### src/reference_level_pkg.sv
/*
  reference_level_pkg: register map, field layout, reset values, mode codes and the
  carrier structs of the comparator / reference control block.
  assumes: APB with 32-bit data; registers sit in the low byte of each word.
*/
`default_nettype none

package reference_level_pkg;

  // printed offsets are not all multiples of four: they are register indexes
  localparam logic [7:0] REFERENCE_LEVEL_IDX_COMPARATOR_CONTROL = 8'h9c;
  localparam logic [7:0] REFERENCE_LEVEL_IDX_REFERENCE_CONTROL = 8'h9d;
  localparam logic [7:0] REFERENCE_LEVEL_IDX_IRQ_STATUS = 8'ha0;
  localparam logic [7:0] REFERENCE_LEVEL_IDX_IRQ_CLEAR = 8'ha1;
  localparam logic [7:0] REFERENCE_LEVEL_IDX_IRQ_ENABLE = 8'ha2;
  localparam logic [7:0] REFERENCE_LEVEL_IDX_POWER_CTRL = 8'ha3;
  localparam int REFERENCE_LEVEL_ADDR_W = 12;
  localparam int REFERENCE_LEVEL_IDX_LSB = 2;

  // comparator_control fields
  localparam int CMP_MODE_LSB = 0;
  localparam int CMP_INPUT_SWITCH = 3;
  localparam int CMP_FIRST_INVERT = 4;
  localparam int CMP_SECOND_INVERT = 5;
  localparam int CMP_FIRST_RESULT = 6;
  localparam int CMP_SECOND_RESULT = 7;
  localparam logic [7:0] CMP_CTRL_RESET = 8'h07;
  localparam logic [7:0] CMP_CTRL_WMASK = 8'h3f;

  // reference_control fields
  localparam int REF_TAP_LSB = 0;
  localparam int REF_RANGE_BIT = 5;
  localparam int REF_PIN_BIT = 6;
  localparam int REF_POWER_BIT = 7;
  localparam logic [7:0] REF_CTRL_RESET = 8'h00;
  localparam logic [7:0] REF_CTRL_WMASK = 8'hef;

  // interrupt status / clear / enable layout
  localparam int IRQ_CHANGE_BIT = 0;
  localparam int IRQ_W = 1;
  localparam logic [IRQ_W-1:0] IRQ_RESET = 1'h0;

  // power control: bit 0 requests sleep
  localparam int PWR_SLEEP_BIT = 0;

  localparam int TAP_COUNT = 16;

  typedef enum logic [2:0] {
    REFERENCE_LEVEL_MODE_INT_REF = 3'h6,
    REFERENCE_LEVEL_MODE_OFF = 3'h7
  } reference_level_mode_codes_t;

  typedef struct packed {
    logic [7:0] comparator_control;
    logic [7:0] reference_control;
    logic [IRQ_W-1:0] irq_status;
    logic [IRQ_W-1:0] irq_enable;
    logic [1:0] latched_result;
    logic sleeping;
    logic [31:0] prdata;
  } reference_level_state_t;

  typedef struct packed {
    logic ref_power_on;
    logic ref_pin_drive_on;
    logic ref_range_select;
    logic [3:0] ref_tap_code;
    logic [15:0] tap_select;
    logic ref_to_comparators;
    logic [2:0] comparator_mode_field;
    logic input_switch_select;
  } reference_level_analog_ctrl_t;

endpackage : reference_level_pkg

`default_nettype wire

### src/reference_level_ctrl.sv
/*
  reference_level_ctrl: digital control of a two-comparator unit and its 16-tap
  reference ladder, with an APB register slave and a change interrupt.
  assumes: raw comparator outputs arrive unsynchronised from the analog
  side; the analog side obeys the ladder and power controls given here.
*/
// The APB register port was chosen for this implementation.
`default_nettype none

module reference_level_ctrl (
  input wire logic core_clk,
  input wire logic rst,
  input wire logic psel,
  input wire logic penable,
  input wire logic pwrite,
  input wire logic [11:0] paddr,
  input wire logic [31:0] pwdata,
  output logic [31:0] prdata,
  output logic pready,
  output logic pslverr,
  input wire logic [1:0] raw_compare,
  output reference_level_pkg::reference_level_analog_ctrl_t analog_ctrl,
  output logic sleep_active,
  output logic wake_request,
  output logic irq
);

  reference_level_pkg::reference_level_state_t state_r;
  reference_level_pkg::reference_level_state_t state_nxt;
  logic [1:0] cmp_meta_r;
  logic [1:0] cmp_sync_r;
  logic [1:0] reported;
  logic access;
  logic [7:0] idx;
  logic mapped;
  logic change_event;
  logic [2:0] mode;
  logic ref_used;
  logic setup;
  logic [7:0] read_byte;
  logic [reference_level_pkg::TAP_COUNT-1:0] analog_ctrl_tap;

  // the analog outputs are asynchronous to core_clk
  always_ff @(posedge core_clk or posedge rst) begin
    if (rst) begin
      cmp_meta_r <= 2'h0;
      cmp_sync_r <= 2'h0;
    end else begin
      cmp_meta_r <= raw_compare;
      cmp_sync_r <= cmp_meta_r;
    end
  end

  assign mode = state_r.comparator_control[reference_level_pkg::CMP_MODE_LSB +: 3];
  // off mode reports zero; otherwise result is raw xor invert bit
  always_comb begin
    reported = 2'h0;
    if (mode != reference_level_pkg::REFERENCE_LEVEL_MODE_OFF) begin
      reported[0] = cmp_sync_r[0] ^
        state_r.comparator_control[reference_level_pkg::CMP_FIRST_INVERT];
      reported[1] = cmp_sync_r[1] ^
        state_r.comparator_control[reference_level_pkg::CMP_SECOND_INVERT];
    end
  end

  assign access = psel & penable;
  // read data is captured in the setup cycle so that it already stands at
  // the access edge, where the master takes it with pready high
  assign setup = psel & ~penable;
  assign idx = paddr[reference_level_pkg::REFERENCE_LEVEL_IDX_LSB +: 8];
  assign mapped = (paddr[reference_level_pkg::REFERENCE_LEVEL_ADDR_W-1 -: 2] == 2'h0) &&
    (paddr[reference_level_pkg::REFERENCE_LEVEL_IDX_LSB-1:0] == 2'h0) &&
    ((idx == reference_level_pkg::REFERENCE_LEVEL_IDX_COMPARATOR_CONTROL) ||
     (idx == reference_level_pkg::REFERENCE_LEVEL_IDX_REFERENCE_CONTROL) ||
     (idx == reference_level_pkg::REFERENCE_LEVEL_IDX_IRQ_STATUS) ||
     (idx == reference_level_pkg::REFERENCE_LEVEL_IDX_IRQ_CLEAR) ||
     (idx == reference_level_pkg::REFERENCE_LEVEL_IDX_IRQ_ENABLE) ||
     (idx == reference_level_pkg::REFERENCE_LEVEL_IDX_POWER_CTRL));

  // mismatch between live result and the last value software saw; keeps
  // running in sleep since core_clk is assumed to stay on
  assign change_event = (reported != state_r.latched_result);

  // read multiplexer; unmapped addresses read as zero
  always_comb begin
    read_byte = 8'h00;
    if (mapped) begin
      case (idx)
        reference_level_pkg::REFERENCE_LEVEL_IDX_COMPARATOR_CONTROL: begin
          read_byte = {reported[1], reported[0],
            state_r.comparator_control[5:0]};
        end
        reference_level_pkg::REFERENCE_LEVEL_IDX_REFERENCE_CONTROL: begin
          read_byte = state_r.reference_control;
        end
        reference_level_pkg::REFERENCE_LEVEL_IDX_IRQ_STATUS: begin
          read_byte[reference_level_pkg::IRQ_W-1:0] = state_r.irq_status;
        end
        reference_level_pkg::REFERENCE_LEVEL_IDX_IRQ_ENABLE: begin
          read_byte[reference_level_pkg::IRQ_W-1:0] = state_r.irq_enable;
        end
        reference_level_pkg::REFERENCE_LEVEL_IDX_POWER_CTRL: begin
          read_byte[reference_level_pkg::PWR_SLEEP_BIT] = state_r.sleeping;
        end
        default: begin
          read_byte = 8'h00;
        end
      endcase
    end
  end

  always_comb begin
    state_nxt = state_r;
    // mismatch keeps setting the flag until a comparator_control access re-latches
    if (change_event) begin
      state_nxt.irq_status[reference_level_pkg::IRQ_CHANGE_BIT] = 1'b1;
    end
    if (setup) begin
      state_nxt.prdata = {24'h00_0000, read_byte};
    end
    // unmapped accesses answer with pslverr and change nothing
    if (access && mapped) begin
      case (idx)
        reference_level_pkg::REFERENCE_LEVEL_IDX_COMPARATOR_CONTROL: begin
          // any read or write ends the mismatch
          state_nxt.latched_result = reported;
          if (pwrite) begin
            state_nxt.comparator_control =
              pwdata[7:0] & reference_level_pkg::CMP_CTRL_WMASK;
          end
        end
        reference_level_pkg::REFERENCE_LEVEL_IDX_REFERENCE_CONTROL: begin
          if (pwrite) begin
            state_nxt.reference_control =
              pwdata[7:0] & reference_level_pkg::REF_CTRL_WMASK;
          end
        end
        reference_level_pkg::REFERENCE_LEVEL_IDX_IRQ_STATUS: begin
          state_nxt.latched_result = state_r.latched_result;
        end
        reference_level_pkg::REFERENCE_LEVEL_IDX_IRQ_CLEAR: begin
          // set wins over clear while a mismatch persists
          if (pwrite) begin
            state_nxt.irq_status = state_r.irq_status &
              ~pwdata[reference_level_pkg::IRQ_W-1:0];
            if (change_event) begin
              state_nxt.irq_status[reference_level_pkg::IRQ_CHANGE_BIT] = 1'b1;
            end
          end
        end
        reference_level_pkg::REFERENCE_LEVEL_IDX_IRQ_ENABLE: begin
          if (pwrite) begin
            state_nxt.irq_enable = pwdata[reference_level_pkg::IRQ_W-1:0];
          end
        end
        reference_level_pkg::REFERENCE_LEVEL_IDX_POWER_CTRL: begin
          if (pwrite) begin
            state_nxt.sleeping = pwdata[reference_level_pkg::PWR_SLEEP_BIT];
          end
        end
        default: begin
          state_nxt.latched_result = state_r.latched_result;
        end
      endcase
    end
    // wake leaves comparator_control alone, only sleep flag drops
    if (state_r.sleeping && |(state_r.irq_status & state_r.irq_enable)) begin
      state_nxt.sleeping = 1'b0;
    end
  end

  always_ff @(posedge core_clk or posedge rst) begin
    if (rst) begin
      state_r.comparator_control <= reference_level_pkg::CMP_CTRL_RESET;
      state_r.reference_control <= reference_level_pkg::REF_CTRL_RESET;
      state_r.irq_status <= reference_level_pkg::IRQ_RESET;
      state_r.irq_enable <= reference_level_pkg::IRQ_RESET;
      state_r.latched_result <= 2'h0;
      state_r.sleeping <= 1'b0;
      state_r.prdata <= 32'h0000_0000;
    end else begin
      state_r <= state_nxt;
    end
  end

  assign prdata = state_r.prdata;
  assign pready = 1'b1;
  assign pslverr = access & ~mapped;
  assign irq = |(state_r.irq_status & state_r.irq_enable);
  assign sleep_active = state_r.sleeping;
  assign wake_request = state_r.sleeping & irq;

  // reference is used whenever the power bit is set, whatever the mode
  assign ref_used =
    state_r.reference_control[reference_level_pkg::REF_POWER_BIT];

  always_comb begin
    analog_ctrl = '0;
    analog_ctrl.ref_power_on = ref_used;
    analog_ctrl.ref_pin_drive_on = ref_used &
      state_r.reference_control[reference_level_pkg::REF_PIN_BIT];
    // range 1: tap/24 of source; range 0: source/4 plus tap/32
    analog_ctrl.ref_range_select =
      state_r.reference_control[reference_level_pkg::REF_RANGE_BIT];
    analog_ctrl.ref_tap_code =
      state_r.reference_control[reference_level_pkg::REF_TAP_LSB +: 4];
    // internal ref drives non-inverting input of both comparators
    analog_ctrl.ref_to_comparators = ref_used &&
      (mode == reference_level_pkg::REFERENCE_LEVEL_MODE_INT_REF);
    analog_ctrl.comparator_mode_field = mode;
    analog_ctrl.input_switch_select =
      state_r.comparator_control[reference_level_pkg::CMP_INPUT_SWITCH];
    analog_ctrl.tap_select = analog_ctrl_tap;
  end

  // one-hot tap select into the sixteen-way selector; all off when down
  genvar t;
  generate
    for (t = 0; t < reference_level_pkg::TAP_COUNT; t++) begin : g_tap
      assign analog_ctrl_tap[t] = ref_used &&
        (state_r.reference_control[reference_level_pkg::REF_TAP_LSB +: 4] ==
         4'(t));
    end
  endgenerate

endmodule : reference_level_ctrl

`default_nettype wire

### config.mk
export PLATFORM = sky130hd
export DESIGN_NAME = reference_level_ctrl
export DESIGN_NICKNAME = d
export VERILOG_FILES = /design/src/reference_level_pkg.sv /design/src/reference_level_ctrl.sv
export SDC_FILE = /design/constraint.sdc
export NUM_CORES = 1
export LEC_CHECK = 0
export BUFFER_PORTS_ARGS = -buffer_cell sky130_fd_sc_hd__buf_4
export CAP_MARGIN = 20
export CORE_MARGIN = 4
export CORE_UTILIZATION = 43
export CTS_CLUSTER_SIZE = 10
export DETAILED_ROUTE_END_ITERATION = 10
export PLACE_DENSITY = 0.81
export SLEW_MARGIN = 20
export SYNTH_ARGS = -nofsm -noshare
export SYNTH_HDL_FRONTEND = slang
export SYNTH_SLANG_ARGS = --single-unit
### constraint.sdc
create_clock -name core_clk -period 1.4 [get_ports core_clk]
set_input_delay 0.21 -clock core_clk [delete_from_list [all_inputs] [get_ports core_clk]]
set_output_delay 0.21 -clock core_clk [all_outputs]
set_load 0.05 [all_outputs]
==> reports/metrics.yaml, run 1 <==
status: "finished with violations"
violations: "negative setup slack"
hold_start: "raw_compare[0]"
setup_viol: 41
combPwrFrac_pct: 17.3
finalNetCount: 319
cts-buffers-inserted: 5
netlist_instances: 186
netSwitchingFraction_pct: 30.1
synth_top_area_share_pct: 36.5
setup_slack_ns: -0.412
drtIter0Drc: 61
clkTransAtPathRegs_ns: 0.06
gr-total-overflow: 0
power.internal_mw: 1.31
start_kind: "input pin"
r2r_setup_slack_ns: -0.09
antenna_found_initial: 0
synth_area_leaders: "dfrtp_1, buf_4, mux2_2"
syn_area_per_cell_sq_um: 9.96
syn-cell-area_sq_mm: 0.00185
maxCapViolCount: 0
dr_total_vias: 1590
yosysTopAreaCell: "dfrtp_1"
worst_ep_required_time_ns: 1.57
worstPathCellList: "buf_6 > or4_4 > or4_4 > nor2_4 > buf_12 > mux2_4"
die_w_um: 73.6
num_antenna_cells: 0
r2r-end: "prdata[0]"
routedWlPerCell_um: 16.9
irDropWorstVdd_v: 0.000504
leakage_nw: 1.43
grt_pass1_vias: 1550
crit_path_max_incr_delay_ns: 0.54
fin_crit_ns: 1.81
cts_buffer_depth: 2
finalCritPeriodShare_pct: 129
drv_slew: 0
ys_seq_area_share_pct: 40.7
finalPower_mw: 1.87
cpMostUsedCell: "or4_4"
r2r_start: "sleep_active"
synth_seq_cells: 30
syn2layout_area_growth_pct: 60.0
worst_r2r_path_depth: 4
antenna_left: 0
io_pins: 116
cp_slowest_cell: "or4_4"
portBuffers: 66
power.density_mw_per_mm2: 631
clkPwrFrac_pct: 35.8
initial_core_util_pct: 45.3
arrival_ns: 1.98
fin_cells: 319
core_area_sq_mm: 0.00409
min_delay_path_depth: 1
wirelength_mm: 5.41
place.detailed.hpwl_mm: 3.59
avgViaCountPerCell: 4.98
post_dp_cell_area_sq_mm: 0.00249
htreeDepth: 2
grt.total_usage_pct: 20.1
grt_max_degree: 31
whs_ns: 0.0229
seqPwrFrac_pct: 46.9
power_switching_mw: 0.562
yosys.cell_types.count: 42
clock_latency_ns: 0.29
cts_tree: "yes"
fmaxAchievable_mhz: 552
dieArea_sq_mm: 0.00542
rsz0062_at_grt: "yes"
fin_area_sq_mm: 0.00296
drt_pass1_iterations: 4
whs_endpoint: "cmp_meta_r[0]"
yosysWarnings: 0
crit_path_end_kind: "flip-flop"
placed_cells: 300
clock-sinks: 30
path_class: "input pin to flip-flop"
critPathMaxFanout: 6
drc: 0
rows: 23
hold_viol: 0
grt_pass1_wl_mm: 8.12
skew_ns: 0.00493
die_h_um: 73.6
min_path_type: "input pin to flip-flop"
cts-root-buf: "clkbuf_8"
drive_gt1_share_pct: 63.9
gp_congestion: 0.834
## registers in the layout, summed over array words and instances (netlist names)
signal and flops:
cmp_sync_r 2, cmp_meta_r 2, sleep_active 1, prdata 8, analog_ctrl 10, state_r 7
## power by group through the flow
| stage | sequential, mW | combinational (mW) | clock (mW) |
|---|---|---|---|
| 2_1_floorplan | 0.892 | 0.260 | 0 |
| 3_3_place_gp | 0.892 | 0.292 | 0 |
| 3_5_place_dp | 0.893 | 0.295 | 0 |
| 4_1_cts | 0.877 | 0.309 | 0.686 |
| 5_1_grt | 0.876 | 0.343 | 0.728 |
| 6_report | 0.877 | 0.324 | 0.669 |
## how the worst max path moves through the flow
stage / to / start
4_1_cts: state_r[50] / paddr[11]
3_5_place_dp: analog_ctrl[27] / paddr[11]
2_1_floorplan: analog_ctrl[0] / paddr[11]
3_3_place_gp: analog_ctrl[27] / paddr[11]
6_report: analog_ctrl[22] / paddr[0]
5_1_grt: analog_ctrl[22] / paddr[0]
## layout make-up
type / count / area [sq um]
clock buffers: 6 / 72.6
fillers: 269 / 1120
inverters: 7 / 26.3
flip-flops and latches: 30 / 759
well taps: 50 / 62.6
clock inverters: 2 / 10.0
repair buffers: 101 / 920
multi-input cells: 123 / 1110
## metrics by stage
| step | setup WS, ns | setup TNS (ns) | utilization (%) |
|---|---|---|---|
| 6_report | -0.412 | -10.77 | 72.5 |
| 5_1_grt | -0.429 | -12.23 | 72.5 |
| 4_1_cts | -0.412 | -10.21 | 69.8 |
| 3_5_place_dp | -0.768 | -14.51 | 61.0 |
| 3_3_place_gp | -0.755 | -13.95 | 61.0 |
| 2_1_floorplan | -0.675 | -11.66 | - |
## cells in the mapped netlist
library cell / count
nand3b_1: 2
nor2_1: 14
clkbuf_1: 3
xor2_1: 2
nand2b_1: 3
and2b_2: 1
or3_2: 1
and4b_1: 1
o21ai_0: 6
or4_4: 1
nor4_1: 2
xnor2_1: 2
dfrtp_1: 27
or4_1: 2
or4_2: 1
nor3_1: 5
or3_1: 2
and3_1: 1
o31ai_1: 1
o41ai_1: 1
buf_1: 1
inv_1: 7
or3b_2: 1
dfstp_2: 3
mux2_4: 6
nor2_2: 1
conb_1: 2
mux2_2: 10
buf_6: 1
a22o_1: 2
a221o_1: 1
buf_4: 43
a32o_1: 1
nor4b_1: 1
nor4bb_1: 1
a22oi_1: 1
a21oi_1: 2
and2_1: 2
buf_2: 1
nand2_1: 11
nand3_1: 4
mux2i_1: 6
## critical path, delay by kind of cell
family,cells,cell delay [ns]
and+or+nand+nor,3,1.25
buffers and inverters,2,0.23
muxes,1,0.29
## repair_timing
| action | in CTS | in global routing |
|---|---|---|
| pin swaps | 15 | 11 |
| setup buffers | 9 | 7 |
| resized for setup | 51 | 23 |
| hold buffers | 1 | 0 |
| endpoints found under the setup margin | 41 | 46 |
| endpoints found under the hold margin | 9 | 0 |
## kinds of logic (layout without fill, tap and decap cells)
family                    Yosys count  after routing  share of synthesized area (%)
other                               2             25                          0.405
DFF                                30             30                           40.7
xor gates and xnor gates            4              4                           1.89
AOI/OAI and AO/OA                  15             15                           5.47
buffers and inverters              56            116                           20.5
and+or+nand+nor                    57             57                           16.8
muxes                              22             22                           14.2
## placed cells by master, fill, tap and decap left out, types with 2 or more instances in the layout
cell | netlist | layout
nand2b_4 | 0 | 2
o21ai_2 | 0 | 2
nor4_4 | 0 | 2
nor3_2 | 0 | 2
nand3b_1 | 2 | 2
nand2_2 | 0 | 2
nand3_1 | 4 | 2
o21ai_1 | 0 | 2
nor3_4 | 0 | 3
a21oi_2 | 0 | 2
clkbuf_8 | 0 | 5
mux2_4 | 6 | 15
clkinv_2 | 0 | 2
inv_1 | 7 | 7
xnor2_1 | 2 | 2
o21ai_0 | 6 | 2
nand2_1 | 11 | 9
or3_4 | 0 | 3
a22o_1 | 2 | 2
buf_6 | 1 | 23
buf_8 | 0 | 8
mux2i_1 | 6 | 6
buf_4 | 43 | 68
dfrtp_1 | 27 | 23
conb_1 | 2 | 25
dfrtp_2 | 0 | 4
dfstp_2 | 3 | 3
xor2_1 | 2 | 2
nor2_4 | 0 | 13
and2_1 | 2 | 2
or4_4 | 1 | 4
## metal layers
metal | vias up | routed length, um | track usage [%] | part of all wire, %
met5 | - | 0 | 0 | 0
met4 | 0 | 109 | 5.43 | 2.0
met3 | 11 | 360 | 5.61 | 6.7
met2 | 57 | 2720 | 32.0 | 50
met1 | 794 | 2220 | 26.7 | 41
li1 | 728 | - | - | -
No activity file was read; power rests on OpenSTA's default activity.
==> run 2: changes to the inputs <==
clock period = 2.08 ns   (was 1.4 ns; I/O delays follow)
==> run 2 against run 1 <==
  * The flow now finishes without violations
  * Worst hold slack gained 0.082 ns
  * Core utilization shrank 16 points
  * Clock skew shrank 0.0022 ns
  * Critical path depth shrank 1
  * Total power shrank 35%
  * Die area is the same
  * Largest power group unchanged
==> reports/metrics.yaml, run 2 (synthesis results as in run 1) <==
setup_viol: 0
worst_ep_required_time_ns: 2.24
cts_resized: 0
gr-total-overflow: 0
antenna_left: 0
clock_latency_ns: 0.28
post_dp_cell_area_sq_mm: 0.00223
fin_crit_ns: 2.01
grt_max_degree: 31
r2r_setup_slack_ns: 0.74
final_common_cell: "buf_4"
dr_total_vias: 1396
setup_slack_ns: 0.0714
power.density_mw_per_mm2: 523
die_h_um: 73.6
r2r_start: "sleep_active"
leakage_nw: 1.21
most-common-layout-cells: "buf_4, dfrtp_1, conb_1, nor2_1, nand2_1"
maxCapViolCount: 0
routedWlPerCell_um: 13.8
htreeDepth: 2
fmaxAchievable_mhz: 498
drtIter0Drc: 23
gp_congestion: 0.791
clock-sinks: 30
pre_cts_ws_ns: -0.221
dieArea_sq_mm: 0.00542
drive_gt1_share_pct: 43.8
hold_viol: 0
multiInputGateArea_sq_um: 833
finalNetCount: 292
fillers: 379
worst_r2r_path_depth: 4
die_w_um: 73.6
io_pins: 116
cts_tree: "yes"
rows: 23
clkTransAtPathRegs_ns: 0.06
crit_path_end_kind: "flip-flop"
grt_pass1_wl_mm: 6.20
r2r-end: "prdata[0]"
grt.total_usage_pct: 15.2
irDropWorstVdd_v: 0.000348
core_area_sq_mm: 0.00409
postCtsSetupRepairBufs: 0
path_class: "input pin to flip-flop"
ctsHoldBuffers: 0
fin_area_sq_mm: 0.00231
skew_ns: 0.00278
cts-buffers-inserted: 5
initial_core_util_pct: 45.3
rsz0062_at_grt: "no"
num_antenna_cells: 0
drv_slew: 0
wirelength_mm: 4.02
start_kind: "input pin"
crit_start: "paddr[11]"
finalCritPeriodShare_pct: 96.6
antenna_found_initial: 0
place.detailed.hpwl_mm: 3.21
portBuffers: 66
min_path_type: "input pin to async pin"
cts-root-buf: "clkbuf_8"
syn2layout_area_growth_pct: 24.8
drc: 0
grt_pass1_vias: 1322
cts_buffer_depth: 2
status: "finished, final reports clean"
avgViaCountPerCell: 4.78
arrival_ns: 2.17
largest_reg_flops: 10
register_area_sq_um: 754
critPathMaxFanout: 7
drt_pass1_iterations: 5
## run 2: metal layers
layer  vias up  part of all wire, %  GRT usage (%)
met2        57                   52           24.3
met1       655                   38           18.8
li1        676                    -              -
met5         -                    0              0
met4         0                  1.5           6.84
met3         8                  7.9           4.38
## run 2: layout make-up
cell class                      count  area share [%]
Inverter                            7            1.14
Sequential cell                    30            32.6
Timing Repair Buffer               74            24.0
Tap cell                           50            2.71
Clock buffer                        8            3.46
Multi-Input combinational cell    123            36.0
## run 2: worst max path at each step
stage               slack, ns              end
finish                   0.07  analog_ctrl[21]
detailed placement      -0.22  analog_ctrl[21]
global placement        -0.20  analog_ctrl[21]
global route             0.04  analog_ctrl[27]
floorplan                -0.1   analog_ctrl[0]
CTS                      0.08  analog_ctrl[21]
## run 2: critical path: stages
cell	delay (ns)
buf_4	0.11
or4_4	0.55
or4_4	0.54
nor2_4	0.29
mux2_2	0.37
## run 2: stage by stage
step | util (%) | power (mW) | std cells | TNS, ns | hold WS, ns
final | 56.6 | 1.21 | 292 | 0 | 0.105
after floorplan | - | 0.774 | 209 | -0.954 | 0.331
after global placement | 54.6 | 0.789 | 284 | -2.35 | 0.333
after global routing | 56.6 | 1.26 | 292 | 0 | 0.126
after CTS | 56.6 | 1.23 | 292 | 0 | 0.106
after detailed placement | 54.6 | 0.792 | 284 | -2.53 | 0.351
## run 2: power by group
group / internal, mW / switching (mW)
Sequential: 0.589 / 0.00189
Clock: 0.237 / 0.189
Combinational: 0.0474 / 0.144
==> run 3: changes to the inputs <==
==> constraint.sdc (replaced) <==
create_clock -name core_clk -period 2.08 [get_ports core_clk]
set_input_delay 0.312 -clock core_clk [delete_from_list [all_inputs] [get_ports core_clk]]
set_output_delay 0.312 -clock core_clk [all_outputs]
set_load 0.005 [all_outputs]
==> run 3 against run 2 <==
  * Clock-buffer cell count is 1 lower
  * Sequential share of layout area is 0.20 points higher
  * Critical path type unchanged
  * Critical path depth stayed put
  * Die area stayed put
  * Total power is 5.0% lower
  * Largest cell class unchanged
==> reports/metrics.yaml, run 3 (synthesis results as in run 1) <==
status: "finished, final reports clean"
fin_crit_ns: 2.00
power.density_mw_per_mm2: 500
syn2layout_area_growth_pct: 24.0
min_path_type: "input pin to async pin"
arrival_ns: 2.17
placed_cells: 282
largest_reg_flops: 10
finalCritPeriodShare_pct: 96.0
fin_cells: 289
skew_ns: 0.00369
fillers: 366
drv_slew: 0
avgViaCountPerCell: 4.77
finalPower_mw: 1.15
whs_ns: 0.0922
cts_buffer_depth: 2
grt_max_degree: 31
clkTransAtPathRegs_ns: 0.06
hold_viol: 0
io_pins: 116
portBuffers: 66
r2r_setup_slack_ns: 0.75
initial_core_util_pct: 45.3
grt_pass1_vias: 1303
gr-total-overflow: 0
dr_total_vias: 1378
final_common_cell: "buf_4"
maxCapViolCount: 0
drtIter0Drc: 37
die_w_um: 73.6
wirelength_mm: 4.01
critPathMaxFanout: 7
cts-root-buf: "clkbuf_8"
antenna_found_initial: 0
cts_resized: 0
rsz0062_at_grt: "no"
gp_congestion: 0.797
worst_ep_required_time_ns: 2.25
place.detailed.hpwl_mm: 3.19
die_h_um: 73.6
irDropWorstVdd_v: 0.000358
rows: 23
postCtsSetupRepairBufs: 0
most-common-layout-cells: "buf_4, dfrtp_1, conb_1, nor2_1, nand2_1"
finalNetCount: 290
core_area_sq_mm: 0.00409
leakage_nw: 1.20
grt_pass1_wl_mm: 6.17
start_kind: "input pin"
ctsHoldBuffers: 0
drt_pass1_iterations: 4
drc: 0
cts_tree: "yes"
clock-sinks: 30
htreeDepth: 2
routedWlPerCell_um: 13.9
path_class: "input pin to flip-flop"
setup_viol: 0
drive_gt1_share_pct: 43.5
dieArea_sq_mm: 0.00542
cts-buffers-inserted: 5
antenna_left: 0
clock_latency_ns: 0.29
grt.total_usage_pct: 15.3
fmaxAchievable_mhz: 501
crit_path_end_kind: "flip-flop"
num_antenna_cells: 0
## run 3: cell count changes in the layout (fill, tap and decap cells not counted), sizes merged
cell | previous run | this run
clkbuf | 8 | 7
buf | 74 | 72
## run 3: path summary, 6_finish.rpt
| kind | startpoint | to | depth (start not counted) |
|---|---|---|---|
| worst max register to register | sleep_active | prdata[0] | 4 |
| max in group asynchronous | rst | analog_ctrl[2] | 3 |
| worst min register to register | cmp_meta_r[1] | cmp_sync_r[1] | 0 |
| worst min-delay path | rst | state_r[49] | 3 |
| min in group core_clk | raw_compare[0] | cmp_meta_r[0] | 1 |
| worst max-delay path | paddr[11] | state_r[43] | 5 |
## run 3: area by class of cell
class | instances | area, sq um | area share [%]
repair buffers | 72 | 541 | 23.5
well taps | 50 | 62.6 | 2.72
inverters | 7 | 26.3 | 1.14
multi-input cells | 123 | 828 | 36.0
flip-flops and latches | 30 | 754 | 32.8
clock buffers | 7 | 86.3 | 3.76
## run 3: through the flow
stage / setup TNS [ns] / area [sq um] / worst slack (ns) / util (%)
6_report: 0 / 2300 / 0.0825 / 56.2
4_1_cts: 0 / 2300 / 0.0951 / 56.2
3_3_place_gp: -2.27 / 2210 / -0.192 / 54.1
2_1_floorplan: -0.952 / 1970 / -0.0974 / -
5_1_grt: 0 / 2300 / 0.0219 / 56.2
3_5_place_dp: -2.38 / 2210 / -0.207 / 54.1
## run 3: power by group
group          internal (mW)  switching (mW)
sequential             0.589         0.00169
combinational         0.0471          0.0517
clock                  0.261           0.198
## run 3: critical path, stage by stage
cell and delay (ns):
buf_4 0.10, or4_4 0.55, or4_4 0.54, nor2_4 0.29
mux2_2 0.37
## run 3: per-layer routing
| layer | wire (um) | GRT usage [%] |
|---|---|---|
| met1 | 1560 | 18.3 |
| met2 | 2050 | 25.0 |
| met3 | 331 | 6.16 |
| met4 | 68 | 4.83 |
| met5 | 0 | 0 |
